==> src/rtl/acv_pkg.sv <==
// package: shared constants and types of the converter control block
package acv_pkg;
    localparam int ADDR_W = 10;
    localparam int DATA_W = 32;
    localparam int REG_W = 8;
    localparam int RES_W = 12;
    localparam int CH_W = 4;
    localparam int DIV_W = 3;
    localparam int REF_HI_W = 3;
    localparam int REF_BG_W = 2;
    localparam int IDX_LSB = 2;
    // register indices; byte address is four times the index
    localparam logic [7:0] IDX_CTRL = 8'h20;
    localparam logic [7:0] IDX_MODE = 8'h21;
    localparam logic [7:0] IDX_RES_HI = 8'h22;
    localparam logic [7:0] IDX_RES_LO = 8'h23;
    localparam logic [7:0] IDX_REF = 8'h24;
    localparam logic [7:0] IDX_STS = 8'h28;
    localparam logic [7:0] IDX_MSK = 8'h29;
    // field positions
    localparam int CTRL_EN_BIT = 7;
    localparam int CTRL_GO_BIT = 6;
    localparam int CTRL_CH_LSB = 2;
    localparam int MODE_DIV_LSB = 1;
    localparam int REF_HI_LSB = 5;
    localparam int REF_CHF_BIT = 4;
    localparam int REF_BG_LSB = 2;
    localparam int RES_LO_W = 4;
    localparam logic [CH_W-1:0] CH_LAST_PIN = 4'hC;
    localparam logic [CH_W-1:0] CH_INTERNAL = 4'hF;
    // event bits of status and mask
    localparam int EV_W = 2;
    localparam int EV_DONE = 0;
    localparam int EV_REFUSED = 1;
    // sequencer states, gray along idle-start-wait-load
    typedef enum logic [1:0] {
        ACV_IDLE = 2'h0,
        ACV_START = 2'h1,
        ACV_WAIT = 2'h3,
        ACV_LOAD = 2'h2
    } acv_state_e;
endpackage

==> src/rtl/acv_conv_if.sv <==
// interface: start request and result path between register front and sequencer
`timescale 1ns/1ns
interface acv_conv_if #(parameter int W = 12);
    logic go;
    logic ready;
    logic done_evt;
    logic [W-1:0] result;
    modport front (output go, input ready, input done_evt, input result);
    modport seq (input go, output ready, output done_evt, output result);
endinterface

==> src/rtl/acv_top.sv <==
// module: converter control registers on an Avalon-MM slave
`timescale 1ns/1ns
// Contract
// - control bit 7 switches converter on, resets off
// - writing 1 to bit 6 with bit 7 set starts one conversion when idle on a defined channel
// - bit 6 reads 1 when ready or done
// - bits 5:2 pick pin 0-12 or internal F
// - channel F is band-gap or quarter supply
// - mode bits 3:1 divide clock by 2**code
// - reference bits 7:5 choose high reference source
// - reference bit 4 routes quarter supply to F
// - reference bits 3:2 set band-gap level on F
// - high result holds result bits 11 to 4
// - low result bits 7:4 hold result 3:0
module acv_top
    import acv_pkg::*;
(
    input wire logic core_clk,
    input wire logic rst,
    input wire logic ce,
    input wire logic [ADDR_W-1:0] avs_address,
    input wire logic avs_read,
    input wire logic avs_write,
    input wire logic [3:0] avs_byteenable,
    input wire logic [DATA_W-1:0] avs_writedata,
    output logic [DATA_W-1:0] avs_readdata,
    output logic avs_waitrequest,
    output logic irq,
    output logic conv_enable,
    output logic conv_start,
    output logic conv_clk_en,
    output logic [CH_W-1:0] conv_channel,
    output logic conv_chf_sel,
    output logic conv_ch_reserved,
    output logic conv_chf_quarter,
    output logic [REF_BG_W-1:0] conv_bg_level,
    output logic [REF_HI_W-1:0] conv_refhi_sel,
    input wire logic conv_done,
    input wire logic [RES_W-1:0] conv_result
);
    // ------------------------------------------------------------
    // state
    // ------------------------------------------------------------
    typedef struct packed {
        logic ack;
        logic [REG_W-1:0] rdata;
        logic en;
        logic [CH_W-1:0] ch;
        logic ch_int;
        logic ch_bad;
        logic [DIV_W-1:0] div;
        logic [REF_HI_W-1:0] refhi;
        logic chfq;
        logic [REF_BG_W-1:0] bg;
        logic go;
        logic [EV_W-1:0] sts;
        logic [EV_W-1:0] msk;
    } acv_top_s;

    acv_top_s r;
    acv_top_s next_r;

    acv_conv_if #(.W(RES_W)) cif ();

    logic [7:0] idx;
    logic req;
    logic take;
    logic wr_take;
    logic [REG_W-1:0] wd;
    logic ready_rd;
    logic [REG_W-1:0] rmux;
    logic start_try;
    logic start_ok;
    logic [CH_W-1:0] ch_new;
    logic new_bad;
    logic [EV_W-1:0] ev;
    logic [EV_W-1:0] w1c;
    logic tick;

    // ------------------------------------------------------------
    // sub-blocks
    // ------------------------------------------------------------
    // converter clock tick from the mode divider
    acv_clkdiv #(.SEL_W(DIV_W)) u_div (
        .core_clk(core_clk),
        .rst(rst),
        .ce(ce),
        .div_sel(r.div),
        .tick(tick)
    );

    // conversion sequencer owns the busy flag and result
    acv_seq #(.W(RES_W)) u_seq (
        .core_clk(core_clk),
        .rst(rst),
        .ce(ce),
        .cif(cif.seq),
        .enable(r.en),
        .tick(tick),
        .core_start(conv_start),
        .core_done(conv_done),
        .core_result(conv_result)
    );

    // ------------------------------------------------------------
    // bus decode
    // ------------------------------------------------------------
    // one wait state: first cycle captures, second cycle answers
    assign idx = avs_address[ADDR_W-1:IDX_LSB];
    assign req = avs_read || avs_write;
    assign take = req && r.ack;
    assign wr_take = take && avs_write && avs_byteenable[0];
    assign wd = avs_writedata[REG_W-1:0];
    assign avs_waitrequest = req && !r.ack;

    // a start still in flight reads as busy, so a poll right after
    // the start write cannot see a stale ready
    assign ready_rd = cif.ready && !r.go;
    assign cif.go = r.go;

    // read mux; reserved and write-only bits read zero
    always_comb begin
        rmux = '0;
        case (idx)
            IDX_CTRL: begin
                rmux[CTRL_EN_BIT] = r.en;
                rmux[CTRL_GO_BIT] = ready_rd;
                rmux[CTRL_CH_LSB +: CH_W] = r.ch;
            end
            IDX_MODE: rmux[MODE_DIV_LSB +: DIV_W] = r.div;
            IDX_RES_HI: rmux = cif.result[RES_W-1 -: REG_W];
            IDX_RES_LO: rmux[REG_W-1 -: RES_LO_W] = cif.result[RES_LO_W-1:0];
            IDX_STS: rmux[EV_W-1:0] = r.sts;
            IDX_MSK: rmux[EV_W-1:0] = r.msk;
            default: rmux = '0;
        endcase
    end

    // ------------------------------------------------------------
    // start and events
    // ------------------------------------------------------------
    // a start needs the converter on, idle and a defined channel
    assign start_try = wr_take && idx == IDX_CTRL && wd[CTRL_GO_BIT];
    assign ch_new = wd[CTRL_CH_LSB +: CH_W];
    assign new_bad = (ch_new > CH_LAST_PIN) && (ch_new != CH_INTERNAL);
    assign start_ok = start_try && wd[CTRL_EN_BIT] && ready_rd && !new_bad;

    // event sources for the sticky status
    always_comb begin
        ev = '0;
        ev[EV_DONE] = cif.done_evt;
        ev[EV_REFUSED] = start_try && !start_ok;
    end

    // write-one-to-clear mask from a status write
    assign w1c = (wr_take && idx == IDX_STS) ? wd[EV_W-1:0] : '0;

    // ------------------------------------------------------------
    // register next state
    // ------------------------------------------------------------
    always_comb begin
        next_r = r;
        // handshake: capture read data on the first cycle
        next_r.ack = req && !r.ack;
        if (req && !r.ack) begin
            next_r.rdata = rmux;
        end
        // start request lives one cycle, the sequencer picks it up
        next_r.go = start_ok;
        // set wins over clear in the same cycle
        next_r.sts = (r.sts & ~w1c) | ev;
        if (wr_take) begin
            case (idx)
                IDX_CTRL: begin
                    // bits 1:0 are ignored on write
                    next_r.en = wd[CTRL_EN_BIT];
                    next_r.ch = ch_new;
                    next_r.ch_int = (ch_new == CH_INTERNAL);
                    next_r.ch_bad = new_bad;
                end
                IDX_MODE: next_r.div = wd[MODE_DIV_LSB +: DIV_W];
                IDX_REF: begin
                    next_r.refhi = wd[REF_HI_LSB +: REF_HI_W];
                    next_r.chfq = wd[REF_CHF_BIT];
                    next_r.bg = wd[REF_BG_LSB +: REF_BG_W];
                end
                IDX_MSK: next_r.msk = wd[EV_W-1:0];
                default: next_r.msk = r.msk;
            endcase
        end
    end

    // all registers clear at reset; ce freezes everything
    always_ff @(posedge core_clk or posedge rst) begin
        if (rst) begin
            r <= '0;
        end else if (ce) begin
            r <= next_r;
        end
    end

    // ------------------------------------------------------------
    // outputs
    // ------------------------------------------------------------
    // upper lanes carry no register bits
    assign avs_readdata = {{(DATA_W - REG_W){1'b0}}, r.rdata};
    assign irq = |(r.sts & r.msk);
    assign conv_enable = r.en;
    // gated by ce: a counter frozen at its terminal count would tick every cycle
    assign conv_clk_en = tick && r.en && ce;
    assign conv_channel = r.ch;
    assign conv_chf_sel = r.ch_int;
    assign conv_ch_reserved = r.ch_bad;
    assign conv_chf_quarter = r.chfq;
    assign conv_bg_level = r.bg;
    assign conv_refhi_sel = r.refhi;

    // ------------------------------------------------------------
    // checks
    // ------------------------------------------------------------
    wait_one_a: assert property (@(posedge core_clk) disable iff (rst)
        (ce && req && avs_waitrequest) ##1 req |-> !avs_waitrequest)
        else $error("waitrequest held past one cycle");

    enable_write_a: assert property (@(posedge core_clk) disable iff (rst)
        (ce && wr_take && idx == IDX_CTRL) |=> conv_enable == $past(wd[CTRL_EN_BIT]))
        else $error("enable bit not applied");

    start_busy_a: assert property (@(posedge core_clk) disable iff (rst)
        (ce && start_ok) ##1 ce |=> (!cif.ready && conv_start))
        else $error("accepted start did not begin a conversion");

    ready_read_a: assert property (@(posedge core_clk) disable iff (rst)
        (take && avs_read && idx == IDX_CTRL && $past(ce))
            |-> avs_readdata[CTRL_GO_BIT] == $past(ready_rd))
        else $error("ready bit read back wrong");

    channel_f_a: assert property (@(posedge core_clk) disable iff (rst)
        (ce && wr_take && idx == IDX_CTRL && ch_new == CH_INTERNAL)
            |=> (conv_chf_sel && !conv_ch_reserved && conv_channel == CH_INTERNAL))
        else $error("internal channel code not decoded");

    ref_write_a: assert property (@(posedge core_clk) disable iff (rst)
        (ce && wr_take && idx == IDX_REF)
            |=> (conv_refhi_sel == $past(wd[REF_HI_LSB +: REF_HI_W])
                && conv_chf_quarter == $past(wd[REF_CHF_BIT])
                && conv_bg_level == $past(wd[REF_BG_LSB +: REF_BG_W])))
        else $error("reference fields not applied");

    result_high_a: assert property (@(posedge core_clk) disable iff (rst)
        (take && avs_read && idx == IDX_RES_HI && $past(ce))
            |-> avs_readdata[REG_W-1:0] == $past(cif.result[RES_W-1 -: REG_W]))
        else $error("high result misplaced");

    result_low_a: assert property (@(posedge core_clk) disable iff (rst)
        (take && avs_read && idx == IDX_RES_LO && $past(ce))
            |-> (avs_readdata[REG_W-1 -: RES_LO_W] == $past(cif.result[RES_LO_W-1:0])
                && avs_readdata[RES_LO_W-1:0] == '0))
        else $error("low result misplaced");

    busy_flag_a: assert property (@(posedge core_clk) disable iff (rst)
        (take && avs_read && idx == IDX_CTRL && $past(ce) && $past(r.go))
            |-> !avs_readdata[CTRL_GO_BIT])
        else $error("flag read high with a start in flight");

    done_sticky_a: assert property (@(posedge core_clk) disable iff (rst)
        (ce && cif.done_evt) |=> r.sts[EV_DONE] ##1 (r.sts[EV_DONE] || !$past(ce) || $past(w1c[EV_DONE])))
        else $error("done event not held in status");

    refuse_a: assert property (@(posedge core_clk) disable iff (rst)
        (ce && start_try && !wd[CTRL_EN_BIT]) |=> (r.sts[EV_REFUSED] && !r.go))
        else $error("start while off not refused");
endmodule // acv_top

==> src/rtl/acv_clkdiv.sv <==
// module: power-of-two divider giving the converter clock tick
`timescale 1ns/1ns
module acv_clkdiv
    import acv_pkg::*;
#(
    parameter int SEL_W = DIV_W
) (
    input wire logic core_clk,
    input wire logic rst,
    input wire logic ce,
    input wire logic [SEL_W-1:0] div_sel,
    output logic tick
);
    localparam int CNT_W = (1 << SEL_W) - 1;
    typedef struct packed {
        logic [CNT_W-1:0] cnt;
    } acv_div_s;
    acv_div_s r;
    acv_div_s next_r;
    logic [CNT_W-1:0] limit;

    // terminal count is 2**code - 1: bit i set while i is below the code
    for (genvar i = 0; i < CNT_W; i++) begin : g_lim
        assign limit[i] = (i < int'(div_sel));
    end

    // >= so a smaller code mid-count cannot run the counter round once
    assign tick = (r.cnt >= limit);

    // counter next value
    always_comb begin
        next_r = r;
        next_r.cnt = tick ? '0 : r.cnt + 1'b1;
    end

    // state register, frozen while ce is low
    always_ff @(posedge core_clk or posedge rst) begin
        if (rst) begin
            r <= '0;
        end else if (ce) begin
            r <= next_r;
        end
    end

    div_gap_a: assert property (@(posedge core_clk) disable iff (rst)
        (ce && tick && div_sel != '0 && r.cnt == limit) ##1 (ce && $stable(div_sel)) |-> !tick)
        else $error("divided clock ticked on two cycles in a row");
endmodule // acv_clkdiv

==> src/rtl/acv_seq.sv <==
// module: conversion sequencer between register front and analog core
`timescale 1ns/1ns
module acv_seq
    import acv_pkg::*;
#(
    parameter int W = RES_W
) (
    input wire logic core_clk,
    input wire logic rst,
    input wire logic ce,
    acv_conv_if.seq cif,
    input wire logic enable,
    input wire logic tick,
    output logic core_start,
    input wire logic core_done,
    input wire logic [W-1:0] core_result
);
    typedef struct packed {
        acv_state_e st;
        logic [W-1:0] result;
    } acv_seq_s;
    acv_seq_s r;
    acv_seq_s next_r;

    // sequence: hold start until a converter tick, wait for done, load
    always_comb begin
        next_r = r;
        case (r.st)
            ACV_IDLE: if (cif.go && enable) next_r.st = ACV_START;
            ACV_START: begin
                // switching the converter off aborts; old result stays
                if (!enable) next_r.st = ACV_IDLE;
                else if (tick) next_r.st = ACV_WAIT;
            end
            ACV_WAIT: begin
                if (!enable) begin
                    next_r.st = ACV_IDLE;
                end else if (core_done) begin
                    next_r.result = core_result;
                    next_r.st = ACV_LOAD;
                end
            end
            ACV_LOAD: next_r.st = ACV_IDLE;
            default: next_r.st = ACV_IDLE;
        endcase
    end

    // state register, frozen while ce is low
    always_ff @(posedge core_clk or posedge rst) begin
        if (rst) begin
            r <= '{st: ACV_IDLE, result: '0};
        end else if (ce) begin
            r <= next_r;
        end
    end

    assign core_start = (r.st == ACV_START);
    assign cif.ready = (r.st == ACV_IDLE);
    assign cif.done_evt = (r.st == ACV_LOAD);
    assign cif.result = r.result;

    result_load_a: assert property (@(posedge core_clk) disable iff (rst)
        (ce && r.st == ACV_WAIT && enable && core_done)
            |=> (cif.result == $past(core_result) && !cif.ready) ##1 (cif.ready || !$past(ce)))
        else $error("result not loaded or flag early");
endmodule // acv_seq

==> config.mk <==
export PLATFORM = sky130hd
export DESIGN_NAME = acv_top
export DESIGN_NICKNAME = d
export VERILOG_FILES = /design/src/rtl/acv_pkg.sv /design/src/rtl/acv_conv_if.sv /design/src/rtl/acv_top.sv /design/src/rtl/acv_clkdiv.sv /design/src/rtl/acv_seq.sv
export SDC_FILE = /design/constraint.sdc
export NUM_CORES = 1
export LEC_CHECK = 0
export ABC_CLOCK_PERIOD_IN_PS = 2500
export BUFFER_PORTS_ARGS = -buffer_cell sky130_fd_sc_hd__buf_2
export CORE_UTILIZATION = 44
export DETAILED_ROUTE_END_ITERATION = 7
export HOLD_SLACK_MARGIN = 0.12
export PLACE_DENSITY = 0.75
export SYNTH_ARGS = -nofsm -noshare
export SYNTH_HDL_FRONTEND = slang
export SYNTH_SLANG_ARGS = --single-unit
==> constraint.sdc <==
create_clock -name core_clk -period 2.5 [get_ports core_clk]
set_clock_uncertainty 0.2 [all_clocks]
set_input_delay 0.25 -clock core_clk [delete_from_list [all_inputs] [get_ports core_clk]]
set_output_delay 0.25 -clock core_clk [all_outputs]
set_load 0.1 [all_outputs]
Word-level counts from Yosys, hierarchy flattened. Index checks and enable logic that the tools add are counted.

Flip-flop bits (word level): 51. Output and inout bits: 49. Logic and storage cells: 87.

Add/subtract/negate cells: 1. Magnitude comparators: 9. Equality and inequality tests: 15. Mux-type cells: 12. Bitwise gates (word level): 4. Reductions and logical operators: 30.

Operators with widths (number): $eq A8 B6 Y1 const B (7); $logic_and A1 B1 Y1 (16); $mux W14 (1); $pmux W4 S3 (1); $reduce_and A3 Y1 (4); $mux W2 (5); $lt A3 B3 Y1 const A (3); $pmux W2 S4 (1); $reduce_and A4 Y1 (2); $add A7 B1 Y7 const B (1); $ge A7 B7 Y1 (1); $mux W7 (1); $lt A1 B3 Y1 const A (2); $lt A2 B3 Y1 const A (2); $pmux W2 S3 (1); $and A2 B2 Y2 (2); $eq A2 B2 Y1 const B (2); $eq A4 B4 Y1 const B (1); $gt A4 B4 Y1 const B (1); $logic_not A1 Y1 (4); $ne A4 B4 Y1 const B (1); $pmux W1 S4 (1); $ne A3 B2 Y1 const B (1); $ne A3 B3 Y1 const B (1); 9 further kinds (9).

Depth between registers and ports, before layout.
Word-level depth: 12. Gate-level depth with buffers: 8. Gate-level depth less buffers: 7.

Modules after synthesis. Synthesis repeated with hierarchy kept, for this count alone.

Cells, all modules: 284. Area, all modules: 3091.7 µm².

Modules (own cells, without submodules): acv_top (instances 1, cells an instance 176, area an instance 1844.3 µm²); acv_seq (instances 1, cells an instance 52, area an instance 699.4 µm²); acv_clkdiv (instances 1, cells an instance 56, area an instance 548.0 µm²).

Worst setup path before layout. Ideal clock, no wire load.

Path kind: flip-flop to output port. Start: register r[13] in the netlist's numbering. End: output conv_clk_en. Arrival time: 2485 ps. Path slack: -435 ps. Cell stages (with the launch flop): 8. Buffers on the path: 1. Cell sequence: dfrtp_1 -> buf_6 -> or3_1 -> ha_1 -> nand2b_1 -> a211oi_1 -> o31ai_1 -> and3_1.

Longest elaborated chain between the ends: 4. Elaborated cells between the ends (all ways): 10.

Ends and longest elaborated chain: from (decl) (line acv_top.sv:60) `acv_top_s r;`; from (signal assigned) (line acv_top.sv:198) `r <= next_r;`; $lt A1 B3 Y1 (tied with other cells) (line acv_clkdiv.sv:24) `assign limit[i] = (i < int'(div_sel));`; $ge A7 B7 Y1 * (line acv_clkdiv.sv:28) `assign tick = (r.cnt >= limit);`; $logic_and A1 B1 Y1 * (2 in series) (line acv_top.sv:210) `assign conv_clk_en = tick && r.en && ce;`; to (decl) (line acv_top.sv:31) `output logic conv_clk_en,`.

Mark *: on every way between the ends. The rest lies on a longest branch, timed or not.

Worst setup path in the final report. Ends and elaborated chain as after synthesis.

==> impl_metrics.yaml <==
floorplanning:
  core.rowCount: 28
  die_w_microns: 82.49
  die_y_microns: 82.49
  die-area_sq_um: 6804
  coreArea_sq_um: 6096
  initial_core_util: 0.4676
  io_pins: 113
critical_path:
  cpPeakStageDelay_ns: 0.38
  crit_path_top_delay_cell: "dfrtp_1"
  critPathKind: "flip-flop to output port"
  start_kind: "flip-flop"
  setup.reg_to_reg.worst_slack_ns: 0.13
  crit_arrival_ns: 2.17
  critPathLaunch: "r[13]"
  critPathCaptureType: "output port"
  crit_path_cell_trace: "or3_1, ha_1, nand2b_4, a211oi_4, o31ai_2, and3_4, buf_12"
  reg2reg_from: "r[13]"
  critPathRequiredTime_ns: 2.05
  crit_fanout: 2
  crit_buf_inv: 1
  crit_family: "simple AND/OR/NAND/NOR gates"
grt:
  grt_max_degree: 23
  grt_pass1_wl_mm: 10.08
  antenna_found_initial: 0
  grt-ovfl-total: 0
  track_usage: 0.1967
  grt_pass1_vias: 2140
pwr:
  vdd_ir_drop_max_mv: 0.3306
  p_per_area_nw_per_um2: 495.3
  leakagePower_nw: 1.749
cts:
  clk_pin_slew_ns: 0.10
  cts_made_buffers: 5
  cts_htree_levels: 2
  cts_root_buffer: "clkbuf_8"
  cts_tree: "yes"
  cts_buffer_depth: 2
  cts.sinks: 51
  clk_latency_ns: 0.31
job:
  max-cap-violations: 0
sta:
  setup_slack_ns: -0.1182
  layout_min_cycle_time_ns: 2.618
  slew_violations: 0
  setup_viol: 1
  max_freq_mhz: 381.9
  hold_viol: 0
  rsz0062_at_grt: "true"
  post-route-period-util: 1.047
synth:
  ys.flop_type: "dfrtp_1"
  avgSynthCellArea_sq_um: 10.04
  synthCells: 284
  synthTopCellsByCount: "51 x dfrtp_1, 43 x buf_4, 38 x nand2_1"
  ys.warnings.count: 0
  synth_edf_count: 0
  synth.top_cell.area_share: 0.4478
  ys_ff_latch: 51
  yosysTopAreaCell: "dfrtp_1"
  synth.area.top_cells: "dfrtp_1 45%, buf_4 11%, mux2_2 9.1%"
  yosysMostFrequentCell: "dfrtp_1"
  yosysSeqAreaShare: 0.4478
  synth_cell_types: 46
  synthArstFlopShare: 1.000
  syn-cell-area_sq_um: 2850
route:
  wirelength_mm: 6.183
  routedWlPerCell_microns: 14.41
  drt_iter0_drc: 121
  drtPass1Iterations: 4
  vias_per_cell: 5.075
  drcViolationCount: 0
  drtAntennaViolNets: 0
  routed-via-count: 2177
final_layout:
  n_antenna_cell: 0
  fill_cells: 533
  final_core_util: 0.5573
  final_cell_area_sq_um: 3397
  syn_to_final_growth_pct: 19.18
  layout.nets: 425
  drive_above_1_share: 0.3192
placement:
  gp_congestion: 0.8879
  place.detailed.hpwl_mm: 4.415
  place_area_sq_um: 3029
  io_buffers: 59
min_path:
  hold_start: "conv_done"
  hp-class: "primary input to flip-flop"
run_status:
  status: "finished with violations"
  violations: "negative setup slack"
==> flip-flops by register name, indices dropped and copies added (netlist names), 2 cells and up <==
| register | cells |
|---|---|
| avs_readdata | 8 |
| conv_bg_level | 2 |
| conv_channel | 4 |
| conv_refhi_sel | 3 |
| r | 8 |
| u_div.r | 7 |
| u_seq.cif.result | 12 |
| u_seq.r | 2 |
==> cell type report <==
cell class	count	area, sq um	area share
Timing Repair Buffer	91	608.1	0.1790
Sequential cell	51	1276	0.3757
Tap cell	75	93.84	0.02762
Inverter	8	30.03	0.008840
Multi-Input combinational cell	196	1290	0.3797
Clock inverter	2	16.27	0.004788
Clock buffer	6	82.58	0.02431
==> final timing paths <==
kind | to | cells after the start
worst max-delay path | conv_clk_en | 7
worst min-delay path | u_seq.r[12] | 5
worst max register to register | u_div.r[0] | 8
worst min register to register | avs_readdata[6] | 2
max in group asynchronous | u_seq.cif.result[6] | 4
min in group asynchronous | r[11] | 3
==> what timing repair did <==
action | in CTS | in global routing
setup endpoints to repair | 2 | 2
pin swaps | 1 | 0
resized for setup | 5 | 3
buffers inserted | 0 | 1
hold buffers | 23 | 0
hold endpoints to repair | 85 | 0
==> stage by stage <==
step,total power [W],hold WS (ns),setup slack [ns],std cells,TNS (ns)
4_1_cts,0.001683,0.1650,-0.1266,428,-0.1266
3_3_place_gp,0.001150,0.02936,0.07886,397,0
3_5_place_dp,0.001153,0.03575,0.01592,397,0
2_1_floorplan,0.001131,0.1479,-0.05018,307,-0.05018
6_report,0.001682,0.1673,-0.1182,429,-0.1182
5_1_grt,0.001747,0.1830,-0.1964,429,-0.1964
==> worst register-to-register path, delay by kind of cell (launching register included) <==
kind	cells	cell delay, ns
buf+inv	1	0.16
compound gates	3	0.39
simple gates	3	0.89
fa+ha+maj	1	0.28
flops	1	0.38
==> layout by cell type, fill, tap and decap left out, types with 3 or more instances in the layout <==
master         synthesis  final
mux2_2                23     23
a21oi_1                5      4
xor2_1                 3      3
nor2_1                19     18
nor3_1                 3      3
dlygate4sd3_1          0     23
clkbuf_8               1      6
o21ai_0               14     12
buf_4                 43      9
nand3_1                6      6
a31oi_1                5      5
nand4_1                7      7
nand3b_1               3      3
buf_2                  3     58
inv_1                  8      7
mux2i_1                7      7
a32o_1                 3      3
dfrtp_1               51     51
nand2_1               38     38
ha_1                   8      8
conb_1                 1     24
==> routing by layer <==
layer  routed length (microns)  track usage  vias up
li1                          -            -     1048
met1                      2831       0.2704     1044
met2                      2974       0.3207       80
met3                       347      0.04505        5
met4                        29      0.03333        0
met5                         0            0        -
==> kinds of logic (layout without fill, tap and decap cells) <==
logic type / Yosys count / in the layout / share of synthesized area
buffers and inverters: 60 / 107 / 0.1435
adders and majority gates: 8 / 8 / 0.03512
DFF: 51 / 51 / 0.4478
AOI/OAI and AO/OA: 38 / 38 / 0.08473
other: 1 / 24 / 0.001316
and+or+nand+nor: 91 / 91 / 0.1567
muxes: 30 / 30 / 0.1155
xor gates and xnor gates: 5 / 5 / 0.01537
==> power by group <==
group	switching [W]	internal, W
Combinational	0.000263	0.0000687
Clock	0.000288	0.000227
Sequential	0.00000648	0.000830
Total	0.000557	0.00113
No activity file was read; power rests on OpenSTA's default activity.
